===== config.mk =====
export PLATFORM = sky130hd
export DESIGN_NAME = iosd_io_space
export DESIGN_NICKNAME = d
export VERILOG_FILES = /design/src/iosd_pkg.sv /design/src/iosd_addr_decode.sv /design/src/iosd_io_space.sv
export SDC_FILE = /design/constraint.sdc
export NUM_CORES = 1
export LEC_CHECK = 0
export ABC_AREA = 1
export ABC_CLOCK_PERIOD_IN_PS = 3300
export BUFFER_PORTS_ARGS = -buffer_cell sky130_fd_sc_hd__buf_2
export CELL_PAD_IN_SITES_DETAIL_PLACEMENT = 1
export CELL_PAD_IN_SITES_GLOBAL_PLACEMENT = 2
export CORE_ASPECT_RATIO = 0.8
export CORE_UTILIZATION = 34
export DETAILED_ROUTE_END_ITERATION = 8
export PLACE_DENSITY = 0.77
export SYNTH_ARGS = -nofsm -noshare
export SYNTH_HDL_FRONTEND = slang
export SYNTH_SLANG_ARGS = --single-unit

===== constraint.sdc =====
create_clock -name i_ref_clk -period 3.3 [get_ports i_ref_clk]
set_input_delay 0.33 -clock i_ref_clk [delete_from_list [all_inputs] [get_ports i_ref_clk]]
set_output_delay 0.33 -clock i_ref_clk [all_outputs]
set_load 0.005 [all_outputs]

===== src/iosd_pkg.sv =====
// Package for the I/O space register decoder: map, field masks and carriers.
// Assumes one core clock and a synchronous core reset shared with the CPU.
package iosd_pkg;

  // I/O addresses of the mapped registers (data space address is this plus alias offset)
  localparam logic [5:0] IOSD_UART_BAUD_DIVISOR     = 6'h09;
  localparam logic [5:0] IOSD_UART_CONTROL          = 6'h0A;
  localparam logic [5:0] IOSD_UART_STATUS           = 6'h0B;
  localparam logic [5:0] IOSD_PORT_D_INPUT          = 6'h10;
  localparam logic [5:0] IOSD_PORT_D_DIRECTION      = 6'h11;
  localparam logic [5:0] IOSD_PORT_D_OUTPUT         = 6'h12;
  localparam logic [5:0] IOSD_PORT_C_OUTPUT         = 6'h13;
  localparam logic [5:0] IOSD_PORT_B_INPUT          = 6'h16;
  localparam logic [5:0] IOSD_PORT_B_DIRECTION      = 6'h17;
  localparam logic [5:0] IOSD_PORT_B_OUTPUT         = 6'h18;
  localparam logic [5:0] IOSD_PORT_A_INPUT          = 6'h19;
  localparam logic [5:0] IOSD_PORT_A_DIRECTION      = 6'h1A;
  localparam logic [5:0] IOSD_PORT_A_OUTPUT         = 6'h1B;
  localparam logic [5:0] IOSD_WATCHDOG_CONTROL      = 6'h21;
  localparam logic [5:0] IOSD_CAPTURE_LOW_BYTE      = 6'h24;
  localparam logic [5:0] IOSD_CAPTURE_HIGH_BYTE     = 6'h25;
  localparam logic [5:0] IOSD_COMPARE_B_LOW_BYTE    = 6'h28;
  localparam logic [5:0] IOSD_COMPARE_B_HIGH_BYTE   = 6'h29;
  localparam logic [5:0] IOSD_COMPARE_A_LOW_BYTE    = 6'h2A;
  localparam logic [5:0] IOSD_COMPARE_A_HIGH_BYTE   = 6'h2B;
  localparam logic [5:0] IOSD_WIDE_TIMER_COUNT_LOW  = 6'h2C;
  localparam logic [5:0] IOSD_WIDE_TIMER_COUNT_HIGH = 6'h2D;
  localparam logic [5:0] IOSD_WIDE_TIMER_CONTROL_B  = 6'h2E;
  localparam logic [5:0] IOSD_WIDE_TIMER_CONTROL_A  = 6'h2F;
  localparam logic [5:0] IOSD_NARROW_TIMER_COUNT    = 6'h32;
  localparam logic [5:0] IOSD_NARROW_TIMER_CONTROL  = 6'h33;
  localparam logic [5:0] IOSD_CPU_GENERAL_CONTROL   = 6'h35;
  localparam logic [5:0] IOSD_TIMER_IRQ_FLAGS       = 6'h38;
  localparam logic [5:0] IOSD_TIMER_IRQ_MASK        = 6'h39;
  localparam logic [5:0] IOSD_EXT_IRQ_FLAGS         = 6'h3A;
  localparam logic [5:0] IOSD_EXT_IRQ_MASK          = 6'h3B;
  localparam logic [5:0] IOSD_STACK_POINTER_LOW     = 6'h3D;
  localparam logic [5:0] IOSD_STACK_POINTER_HIGH    = 6'h3E;
  localparam logic [5:0] IOSD_CORE_STATUS_FLAGS     = 6'h3F;

  // One bit per I/O location: set where a register is assigned
  localparam logic [63:0] IOSD_MAPPED_MASK   = 64'hEF2C_FF32_0FCF_0E00;
  // Pin input locations follow the pins and ignore writes
  localparam logic [63:0] IOSD_PIN_MASK      = 64'h0000_0000_0241_0000;

  // Space layout
  localparam int          IOSD_IO_LOCATIONS   = 64;
  localparam logic [5:0]  IOSD_BIT_RANGE_TOP  = 6'h1F;
  localparam logic [15:0] IOSD_DATA_ALIAS_OFS = 16'h0020;
  localparam logic [15:0] IOSD_DATA_ALIAS_END = 16'h005F;
  localparam logic [7:0]  IOSD_USB_PAGE       = 8'h1F;

  // Value after reset of every register, and implemented bits of the interrupt pair
  localparam logic [7:0]  IOSD_RESET_BYTE     = 8'h00;
  localparam logic [7:0]  IOSD_EXT_IRQ_BITS   = 8'hC0;
  localparam logic [7:0]  IOSD_FULL_BYTE      = 8'hFF;

  // Transfer kinds issued by the core
  typedef enum logic [2:0] {
    IOSD_IO_READ,
    IOSD_IO_WRITE,
    IOSD_SET_IO_BIT_INSTR,
    IOSD_CLEAR_IO_BIT_INSTR,
    IOSD_SKIP_IF_IO_BIT_ONE,
    IOSD_SKIP_IF_IO_BIT_ZERO,
    IOSD_MEM_READ,
    IOSD_MEM_WRITE
  } iosd_kind_e;

  typedef struct packed {
    logic        valid;
    iosd_kind_e  kind;
    logic [15:0] addr;
    logic [7:0]  wdata;
    logic [2:0]  bit_sel;
  } iosd_req_s;

  typedef struct packed {
    logic       valid;
    logic [7:0] rdata;
    logic       skip;
    logic       usb_sel;
    logic       err;
  } iosd_resp_s;

  typedef struct packed {
    logic       valid;
    logic [5:0] idx;
    logic [7:0] data;
  } iosd_wr_evt_s;

  typedef struct packed {
    logic [7:0] port_a;
    logic [7:0] port_b;
    logic [7:0] port_d;
  } iosd_pins_s;

endpackage


===== src/iosd_addr_decode.sv =====
// Address decoder: turns a core request into an I/O location and its legality.
// Assumes the request is stable for the cycle it is presented.
`timescale 1ns/1ps
module iosd_addr_decode (
  input  iosd_pkg::iosd_req_s i_req,
  output logic [5:0]          o_idx,
  output logic                o_hit,
  output logic                o_usb_sel,
  output logic                o_bit_kind
);

  wire        is_mem   = (i_req.kind == iosd_pkg::IOSD_MEM_READ) ||
                         (i_req.kind == iosd_pkg::IOSD_MEM_WRITE);
  wire        bit_kind = (i_req.kind == iosd_pkg::IOSD_SET_IO_BIT_INSTR) ||
                         (i_req.kind == iosd_pkg::IOSD_CLEAR_IO_BIT_INSTR) ||
                         (i_req.kind == iosd_pkg::IOSD_SKIP_IF_IO_BIT_ONE) ||
                         (i_req.kind == iosd_pkg::IOSD_SKIP_IF_IO_BIT_ZERO);
  // Dedicated transfers carry a 6-bit address; upper bits must be clear
  wire        io_legal = (i_req.addr[15:6] == 10'h000); // RL4
  // Data-space alias sits at the I/O address plus the offset
  wire        mem_legal = (i_req.addr >= iosd_pkg::IOSD_DATA_ALIAS_OFS) &&
                          (i_req.addr <= iosd_pkg::IOSD_DATA_ALIAS_END); // RL5
  wire [15:0] mem_ofs  = i_req.addr - iosd_pkg::IOSD_DATA_ALIAS_OFS;
  wire [5:0]  idx      = is_mem ? mem_ofs[5:0] : i_req.addr[5:0];
  // Bit operations only reach the lower half of the space
  wire        bit_ok   = !bit_kind || (idx <= iosd_pkg::IOSD_BIT_RANGE_TOP); // RL2 RL3
  wire        legal    = is_mem ? mem_legal : io_legal;

  // USB hardware sits only in its own data page, never in I/O space
  assign o_usb_sel  = i_req.valid && is_mem &&
                      (i_req.addr[15:8] == iosd_pkg::IOSD_USB_PAGE); // RL6
  assign o_idx      = idx;
  assign o_bit_kind = bit_kind;
  assign o_hit      = i_req.valid && legal && bit_ok && iosd_pkg::IOSD_MAPPED_MASK[idx];

endmodule


===== src/iosd_io_space.sv =====
// I/O space register decoder: 64-location register bank reached by dedicated
// transfers, bit set/clear/test and the data-space alias.
// Assumes the core issues at most one request per clock and that the pins
// and flag-set inputs are synchronous to i_ref_clk.
`timescale 1ns/1ps

// Summary of operation
// RL1: Dedicated read and write move one byte between a working register and I/O.
// RL2: Set-bit and clear-bit alter only the chosen bit, addresses 0x00 to 0x1F.
// RL3: Skip-if-one and skip-if-zero test one chosen bit in that lower range.
// RL4: Dedicated transfers use a 6-bit I/O address, 0x00 to 0x3F.
// RL5: Data-memory accesses reach each I/O register at its address plus 0x20.
// RL6: Everything lives in I/O space except USB registers, in their data page.
// RL7: Software writes zero to reserved bits whenever it writes a register.
// RL8: Software never writes reserved or unassigned I/O addresses.
// RL9: External interrupt mask sits at 0x3B, external interrupt flags at 0x3A.
// RL10: Unassigned addresses read zero and disturb no other register.
module iosd_io_space (
  input  wire logic                   i_ref_clk,
  input  wire logic                   i_reset,
  input  iosd_pkg::iosd_req_s         i_req,
  input  iosd_pkg::iosd_pins_s        i_pins,
  input  wire logic [7:0]             i_ext_irq_set,
  output iosd_pkg::iosd_resp_s        o_resp,
  output iosd_pkg::iosd_wr_evt_s      o_wr_evt,
  output logic [7:0]                  o_ext_irq_mask,
  output logic [7:0]                  o_ext_irq_flags,
  output logic [7:0]                  o_core_status
);

  localparam int N = iosd_pkg::IOSD_IO_LOCATIONS;

  // Decoder outputs
  logic [5:0] idx;
  logic       hit;
  logic       usb_sel;
  logic       bit_kind;

  iosd_addr_decode u_decode (
    .i_req      (i_req),
    .o_idx      (idx),
    .o_hit      (hit),
    .o_usb_sel  (usb_sel),
    .o_bit_kind (bit_kind)
  );

  // Register bank, one byte per I/O location
  logic [7:0] mem_q [N];
  logic [7:0] mem_d [N];

  iosd_pkg::iosd_resp_s   resp_q;
  iosd_pkg::iosd_resp_s   resp_d;
  iosd_pkg::iosd_wr_evt_s wr_evt_q;
  iosd_pkg::iosd_wr_evt_s wr_evt_d;

  // Kind classification
  wire is_read  = (i_req.kind == iosd_pkg::IOSD_IO_READ) ||
                  (i_req.kind == iosd_pkg::IOSD_MEM_READ);
  wire is_wbyte = (i_req.kind == iosd_pkg::IOSD_IO_WRITE) ||
                  (i_req.kind == iosd_pkg::IOSD_MEM_WRITE);
  wire is_set   = (i_req.kind == iosd_pkg::IOSD_SET_IO_BIT_INSTR);
  wire is_clr   = (i_req.kind == iosd_pkg::IOSD_CLEAR_IO_BIT_INSTR);
  wire is_sk1   = (i_req.kind == iosd_pkg::IOSD_SKIP_IF_IO_BIT_ONE);
  wire is_sk0   = (i_req.kind == iosd_pkg::IOSD_SKIP_IF_IO_BIT_ZERO);

  // The interrupt pair keeps only its top two bits; the rest read zero
  wire        is_irq_reg = (idx == iosd_pkg::IOSD_EXT_IRQ_MASK) ||
                           (idx == iosd_pkg::IOSD_EXT_IRQ_FLAGS); // RL9
  wire [7:0]  read_mask  = is_irq_reg ? iosd_pkg::IOSD_EXT_IRQ_BITS
                                      : iosd_pkg::IOSD_FULL_BYTE;
  wire [7:0]  cur_byte   = mem_q[idx] & read_mask;
  wire [7:0]  bit_onehot = 8'h01 << i_req.bit_sel;
  wire        cur_bit    = cur_byte[i_req.bit_sel];

  // Byte written back: whole byte for transfers, one bit changed for bit ops
  wire [7:0]  wr_byte    = is_wbyte ? i_req.wdata :                        // RL1
                           is_set   ? (cur_byte | bit_onehot) :            // RL2
                                      (cur_byte & ~bit_onehot);            // RL2
  wire        wr_kind    = is_wbyte || is_set || is_clr;
  // Unassigned and pin locations never take a write
  wire        wr_en      = hit && wr_kind && !iosd_pkg::IOSD_PIN_MASK[idx]; // RL10

  // Flag register: software clears by writing ones; bit ops stop at 0x1F and never reach it.
  // A clear-bit instruction would rewrite the other flags as ones, so it is
  // treated as touching nothing; this avoids wiping pending requests.
  wire        flag_wr    = wr_en && (idx == iosd_pkg::IOSD_EXT_IRQ_FLAGS); // RL9
  wire [7:0]  flag_clr   = !flag_wr ? 8'h00 :
                           is_wbyte ? i_req.wdata :
                           is_set   ? bit_onehot : 8'h00;

  // Per-location next value; only assigned locations hold state
  genvar g;
  generate
    for (g = 0; g < N; g++) begin : g_loc
      localparam logic [5:0] LOC = 6'(g);
      if (!iosd_pkg::IOSD_MAPPED_MASK[g]) begin : g_hole
        assign mem_d[g] = iosd_pkg::IOSD_RESET_BYTE; // RL10
      end else if (LOC == iosd_pkg::IOSD_PORT_A_INPUT) begin : g_pa
        assign mem_d[g] = i_pins.port_a;
      end else if (LOC == iosd_pkg::IOSD_PORT_B_INPUT) begin : g_pb
        assign mem_d[g] = i_pins.port_b;
      end else if (LOC == iosd_pkg::IOSD_PORT_D_INPUT) begin : g_pd
        assign mem_d[g] = i_pins.port_d;
      end else if (LOC == iosd_pkg::IOSD_EXT_IRQ_FLAGS) begin : g_flg
        // Set wins over a clear arriving in the same cycle
        assign mem_d[g] = ((mem_q[g] & ~flag_clr) | i_ext_irq_set) &
                          iosd_pkg::IOSD_EXT_IRQ_BITS; // RL9
      end else if (LOC == iosd_pkg::IOSD_EXT_IRQ_MASK) begin : g_msk
        assign mem_d[g] = (wr_en && idx == LOC) ?
                          (wr_byte & iosd_pkg::IOSD_EXT_IRQ_BITS) : mem_q[g]; // RL9
      end else begin : g_reg
        assign mem_d[g] = (wr_en && idx == LOC) ? wr_byte : mem_q[g]; // RL1 RL2
      end
    end
  endgenerate

  // Answer: read data, skip decision, USB pointer and refusal
  wire skip_now = hit && ((is_sk1 && cur_bit) || (is_sk0 && !cur_bit)); // RL3
  always_comb begin
    resp_d         = '0;
    resp_d.valid   = i_req.valid;
    resp_d.rdata   = (hit && is_read) ? cur_byte : iosd_pkg::IOSD_RESET_BYTE; // RL1 RL10
    resp_d.skip    = skip_now;
    resp_d.usb_sel = usb_sel; // RL6
    resp_d.err     = i_req.valid && !hit && !usb_sel;
  end

  // Write notice toward the peripherals, one cycle per accepted write
  always_comb begin
    wr_evt_d       = '0;
    wr_evt_d.valid = wr_en;
    wr_evt_d.idx   = idx;
    wr_evt_d.data  = flag_wr ? flag_clr : wr_byte;
  end

  // Bank state
  always_ff @(posedge i_ref_clk) begin
    for (int k = 0; k < N; k++) begin
      mem_q[k] <= i_reset ? iosd_pkg::IOSD_RESET_BYTE : mem_d[k];
    end
  end

  // Registered answers
  always_ff @(posedge i_ref_clk) begin
    if (i_reset) begin
      resp_q   <= '0;
      wr_evt_q <= '0;
    end else begin
      resp_q   <= resp_d;
      wr_evt_q <= wr_evt_d;
    end
  end

  // Outputs straight from flip-flops
  assign o_resp          = resp_q;
  assign o_wr_evt        = wr_evt_q;
  assign o_ext_irq_mask  = mem_q[iosd_pkg::IOSD_EXT_IRQ_MASK];
  assign o_ext_irq_flags = mem_q[iosd_pkg::IOSD_EXT_IRQ_FLAGS];
  assign o_core_status   = mem_q[iosd_pkg::IOSD_CORE_STATUS_FLAGS];

endmodule


==> results.yml, run 1 <==
hold_path:
  min_from: "i_req[24]"
  hold_path.class: "input pin to register"
timing:
  whs_ps: 83.1
  period_share: 0.774
  max_slew_margin: 0.532
  finalSetupViolations: 0
  fin_skew_ps: 23.8
  fmax_ghz: 0.392
  finalHoldViolations: 0
  setup_ws_ps: 746
  rsz0062_at_grt: "no"
  fin_setup_tns_ps: 0
  drv_slew: 0
  worst_slew_pin_slew_ps: 702
  fin_crit_ps: 2550
route:
  drc: 0
  drt-pass1-iter-count: 6
  vias_per_cell: 4.89
  detail-route-antenna-nets: 0
  drt_iter0_drc: 795
  num_vias: 9778
  routedWlPerCell_um: 20.3
  totalWireLength_um: 40600
floorplan:
  initial_core_util: 0.348
  core_area_um2: 36100
  die_w_um: 217
  dieArea_um2: 37600
  io_pins: 116
  row_count: 62
  die_h_um: 174
power_and_ir_drop:
  p_leak_uw: 0.00670
  power.density_nw_per_um2: 565
  vdd.ir_drop.worst_uv: 438
global_routing:
  grt_pass1_wl_um: 62000
  grt_antenna_before_repair: 1
  grt_pass1_vias: 9942
  grtUsageTotal: 0.220
  overflow: 0
  grt_max_degree: 53
critical_path:
  cp.arrival_ps: 2820
  path_class: "input pin to register"
  endpoint: "mem_q[61][1]$_DFFE_PP_"
  cp_max_fo: 19
  r2r_end: "mem_q[41][6]$_DFFE_PP_"
  setup.worst_path.end_class: "register"
  regToRegStartpoint: "mem_q[43][6]$_DFFE_PP_"
  worstSetupStartpoint: "i_req[11]"
  start_kind: "input pin"
  ff2ff_path_depth: 13
  reg2reg_slack_ps: 830
  crit_required_ps: 3570
placed_design:
  place_ws_ps: 214
  gp_congestion: 0.877
  hpwl_um: 28300
  io_buffer_count: 97
yosys:
  ys.flop_type: "edfxtp_1"
  ys_seq_area_frac: 0.637
  synth_common_cells: "nand2_1 (449), edfxtp_1 (224), nor2_1 (159)"
  synth_area_um2: 12500
  synth.avg_cell_area_um2: 9.56
  synthArstFlopShare: 0
  yosysTopAreaCell: "edfxtp_1"
  synth_top_cells_by_area: "edfxtp_1 (54%), nand2_1 (13%), dfxtp_1 (10%)"
  synth_cell_types: 43
  synth_most_common_cell: "nand2_1"
  syn_inst: 1311
  yosys_warnings: 0
  ys_seq_elements: 287
  synth_edf_count: 224
  synth_top_area_share: 0.537
finish:
  finish.net_count: 1560
  drive_gt1_frac: 0.184
  nFillCells: 4109
  antennaDiodeCount: 0
  syn2layout_area_growth_pct: 22.5
run:
  maxCapViolCount: 0
clock_tree:
  clk_path_buf_depth: 3
  cts_resized: 0
  numCtsBuffers: 30
  htree_num_levels: 1
  path_clk_slew_ps: 60
  clock_sinks: 287
  cts_tree: "built"
  worstSkewPairLatency_ps: 580
  clock_tree.root_cell: "clkbuf_16"
status:
  status: "complete, no violations"
worst max-delay path, cell delays in order:
cell and delay, ps:
buf_2 150, buf_12 180, buf_4 250, nor2_4 70, buf_4 160, nand2_1 60
nand2_1 60, o21ai_1 250, nand2_1 160, inv_1 120, nand3_4 170, inv_4 120
nand2_4 120, o31ai_1 350, buf_4 240
through the flow:
stage,total power (uW),cell area [um2],instances,util
5_1_grt,9020,15400,1999,0.426
3_5_place_dp,5350,14100,1916,0.391
2_1_floorplan,4860,12600,1322,-
6_report,8670,15400,1999,0.426
3_3_place_gp,5320,14100,1916,0.391
4_1_cts,8770,15400,1999,0.426
registers in the layout (all words and copies together), names as in the netlist:
name      flops
mem_q       260
o_wr_evt     15
o_resp       12
final cells by class:
type / instances / area [um2] / area share
sequential: 287 / 7990 / 0.520
timing repair buffer: 208 / 1560 / 0.102
inverter: 113 / 434 / 0.0283
clock buffer: 45 / 900 / 0.0586
clock inverter: 11 / 93.8 / 0.00611
tap: 480 / 601 / 0.0391
multi-input combinational: 855 / 3780 / 0.246
power breakdown:
part / switching (uW) / internal (uW) / leakage (uW)
Sequential: 66.9 / 4210 / 0.00282
Clock: 1420 / 1960 / 0.000482
Combinational: 681 / 333 / 0.00340
Total: 2160 / 6510 / 0.00670
routing by layer:
layer	vias to the layer above	wire length [um]	GRT usage	part of all wire
li1	4647	-	-	-
met1	4827	19200	0.322	0.47
met2	248	18300	0.342	0.45
met3	56	2340	0.0363	0.058
met4	0	782	0.0475	0.019
met5	-	0	0	0
layout by cell type (no fill, tap or decap), types with 4 or more instances in the layout:
cell type	instances
inv_1	101
nor3_1	7
nor2_1	151
nand4_1	12
a22oi_1	4
nand2_4	4
clkbuf_16	32
dfxtp_1	63
buf_12	14
clkbuf_8	5
edfxtp_1	224
nand3b_1	4
inv_2	7
o31ai_1	16
dlygate4sd3_1	27
nand2_1	449
clkbuf_1	8
nor2_2	15
or2_2	5
o21ai_0	30
buf_4	70
nand3_1	73
conb_1	12
nor2_4	4
a21oi_1	29
buf_2	97
mux2i_1	4
nand2_2	6
o21ai_1	8
clkinv_2	5
kinds of logic after synthesis:
kind of cell,count (synthesis),share of synthesized area
flip-flops,287,0.637
buffers and inverters,180,0.0659
other,1,0.000299
AO/OA/AOI/OAI,104,0.0502
AND/OR/NAND/NOR,735,0.243
multiplexers,4,0.00319
worst min-delay path by stage:
stage,end,slack [ps],cells after the start
3_5_place_dp,mem_q[58][6]$_SDFF_PP0_,500,2
5_1_grt,o_resp[1]$_SDFF_PP0_,70,3
6_report,o_resp[1]$_SDFF_PP0_,80,3
2_1_floorplan,mem_q[16][0]$_SDFF_PP0_,440,2
4_1_cts,o_resp[1]$_SDFF_PP0_,60,3
3_3_place_gp,mem_q[58][6]$_SDFF_PP0_,500,2
repair_timing:
| action | 4_1_cts | 5_1_grt |
|---|---|---|
| endpoints found under the hold margin | 27 | 0 |
| hold buffers | 27 | 0 |
| setup buffers | 0 | 0 |
(Power assumes the default switching activity.)
==> run 2, diff against run 1 <==
Settings changed: ABC_CLOCK_PERIOD_IN_PS 3300 to 2200, PLACE_DENSITY 0.77 to 0.8.
Clock period 3.3 ns to 2.2 ns, I/O delays scaled along.
==> results.yml, run 2 (synthesized netlist as in run 1, its figures left out) <==
status:
  status: "complete, no violations"
critical_path:
  cp_max_fo: 7
  cp_common_cell: "nand2_1"
  crit_required_ps: 2510
  cp_slowest_stage_delay_ps: 370
  reg2reg_slack_ps: 40
  cp_slowest_cell: "edfxtp_1"
  r2r_end: "mem_q[37][2]$_DFFE_PP_"
  endpoint: "mem_q[37][2]$_DFFE_PP_"
  ff2ff_path_depth: 15
  start_kind: "register"
  cp.arrival_ps: 2470
  setup.worst_path.end_class: "register"
  regToRegStartpoint: "mem_q[26][2]$_DFFE_PP_"
  timing.critical_path.cells: "nand2_1, nand2_1, nand2_1, nand2_1, nand2_1, nand2_1, nand2_2, a21oi_1, buf_4, nand2_2, o21ai_4, mux2i_4, nor2_4, buf_6, buf_16"
  worstSetupStartpoint: "mem_q[26][2]$_DFFE_PP_"
  path_class: "register to register"
placed_design:
  io_buffer_count: 97
  dp.cells: 2033
  gp_congestion: 0.901
  hpwl_um: 31900
clock_tree:
  worstSkewPairLatency_ps: 570
  cts_tree: "built"
  clock_tree.root_cell: "clkbuf_16"
  clock_sinks: 287
  numCtsBuffers: 30
  htree_num_levels: 1
  clk_path_buf_depth: 3
  path_clk_slew_ps: 70
floorplan:
  io_pins: 116
  core_area_um2: 36100
  initial_core_util: 0.348
  die_w_um: 217
  dieArea_um2: 37600
  row_count: 62
  die_h_um: 174
route:
  detail-route-antenna-nets: 0
  vias_per_cell: 5.02
  drt-pass1-iter-count: 5
  totalWireLength_um: 45900
  drt_iter0_drc: 838
  num_vias: 10700
  routedWlPerCell_um: 21.5
  drc: 0
global_routing:
  busiest_layer: "met2"
  grt_pass1_vias: 10800
  grt_use_met2: 0.372
  grt_max_degree: 39
  grt_pass1_wl_um: 67300
  grt_antenna_before_repair: 1
  met1_usage: 0.343
  overflow: 0
  grt_use_met3: 0.0468
  grtUsageTotal: 0.240
power_and_ir_drop:
  switching_power_uw: 3490
  seqPwrFrac: 0.465
  p_total_uw: 13800
  power_frac_comb: 0.137
  power.density_nw_per_um2: 830
  vdd.ir_drop.worst_uv: 669
  p_leak_uw: 0.00742
  pwr-share-clk: 0.399
  swShare: 0.252
  power.internal_uw: 10400
timing:
  finalHoldViolations: 0
  drv_slew: 0
  worst_slew_pin_slew_ps: 519
  max_slew_margin: 0.654
  whs_ps: 56.6
  rsz0062_at_grt: "yes"
  fin_skew_ps: 15.5
  fin_setup_tns_ps: 0
  fmax_ghz: 0.463
  fin_crit_ps: 2160
  finalSetupViolations: 0
  period_share: 0.983
finish:
  largest_reg_flops: 260
  final_cells: 2132
  final_cell_mix: "nand2_1 (438), edfxtp_1 (224), buf_4 (188)"
  final_common_cell: "nand2_1"
  nFillCells: 4090
  finish.net_count: 1691
  drive_gt1_frac: 0.270
  top_register: "mem_q"
  syn2layout_area_growth_pct: 33.1
run:
  maxCapViolCount: 0
hold_path:
  hold_path.class: "input pin to register"
[run 2: cell count changes in the layout (fill, tap and decap cells not counted), moves of 5 or more]
cell / change
buf_4: +118
nand2_1: -11
nand2_2: +11
buf_6: +9
nor2_4: +6
o21ai_0: -6
o31ai_1: -5
o31ai_2: +5
[run 2: per-layer routing]
layer | share of wire | wire, um
met5 | 0 | 0
met4 | 0.026 | 1210
met3 | 0.076 | 3480
met2 | 0.45 | 20500
met1 | 0.45 | 20700
[run 2: final cells by class]
type	count	area [um2]	area share
Antenna cell	2	5.00	0.000300
Clock buffer	42	857	0.0514
Clock inverter	14	210	0.0126
Inverter	113	437	0.0262
Multi-Input combinational cell	856	3980	0.239
Sequential cell	287	7990	0.479
Tap cell	480	601	0.0360
Timing Repair Buffer	338	2600	0.156
[run 2: worst min-delay path by stage]
stage	from	to	slack [ps]	depth (start not counted)
3_5_place_dp	i_pins[17]	mem_q[25][1]$_SDFF_PP0_	430	3
3_3_place_gp	i_pins[15]	mem_q[22][7]$_SDFF_PP0_	420	3
4_1_cts	i_req[27]	o_resp[2]$_SDFF_PP0_	40	5
6_report	i_req[27]	o_resp[2]$_SDFF_PP0_	60	5
5_1_grt	i_req[27]	o_resp[2]$_SDFF_PP0_	60	5
2_1_floorplan	i_pins[0]	mem_q[16][0]$_SDFF_PP0_	330	2
[run 2: what timing repair did]
| action | 4_1_cts | 5_1_grt |
|---|---|---|
| hold endpoints to repair | 28 | 0 |
| hold buffers | 29 | 0 |
| pin swaps | 1 | 7 |
| cloned | 3 | 1 |
| buffers inserted | 1 | 7 |
| resized for setup | 14 | 44 |
| endpoints found under the setup margin | 100 | 272 |
[run 2: metrics by stage]
stage,area [um2],setup slack (ps),util
5_1_grt,16700,-69.4,0.462
2_1_floorplan,12600,-179,-
3_5_place_dp,14900,-638,0.414
4_1_cts,16400,-17.0,0.455
6_report,16700,38.2,0.462
3_3_place_gp,14900,-580,0.414
[run 2: power groups by stage]
| stage | logic (uW) | registers [uW] | clock network, uW |
|---|---|---|---|
| after floorplan | 781 | 6510 | 0 |
| after CTS | 1780 | 6430 | 5590 |
| final | 1900 | 6430 | 5520 |
| after global placement | 1610 | 6530 | 0 |
| after detailed placement | 1650 | 6550 | 0 |
| after global routing | 2030 | 6470 | 5800 |
[run 2: worst max-delay path: cells and delay by family (launching register included)]
family                 cells  cell delay (ps)
multiplexers               1              210
buffers and inverters      3              470
AND/OR/NAND/NOR            9              700
flip-flops                 1              370
AO/OA/AOI/OAI              2              140
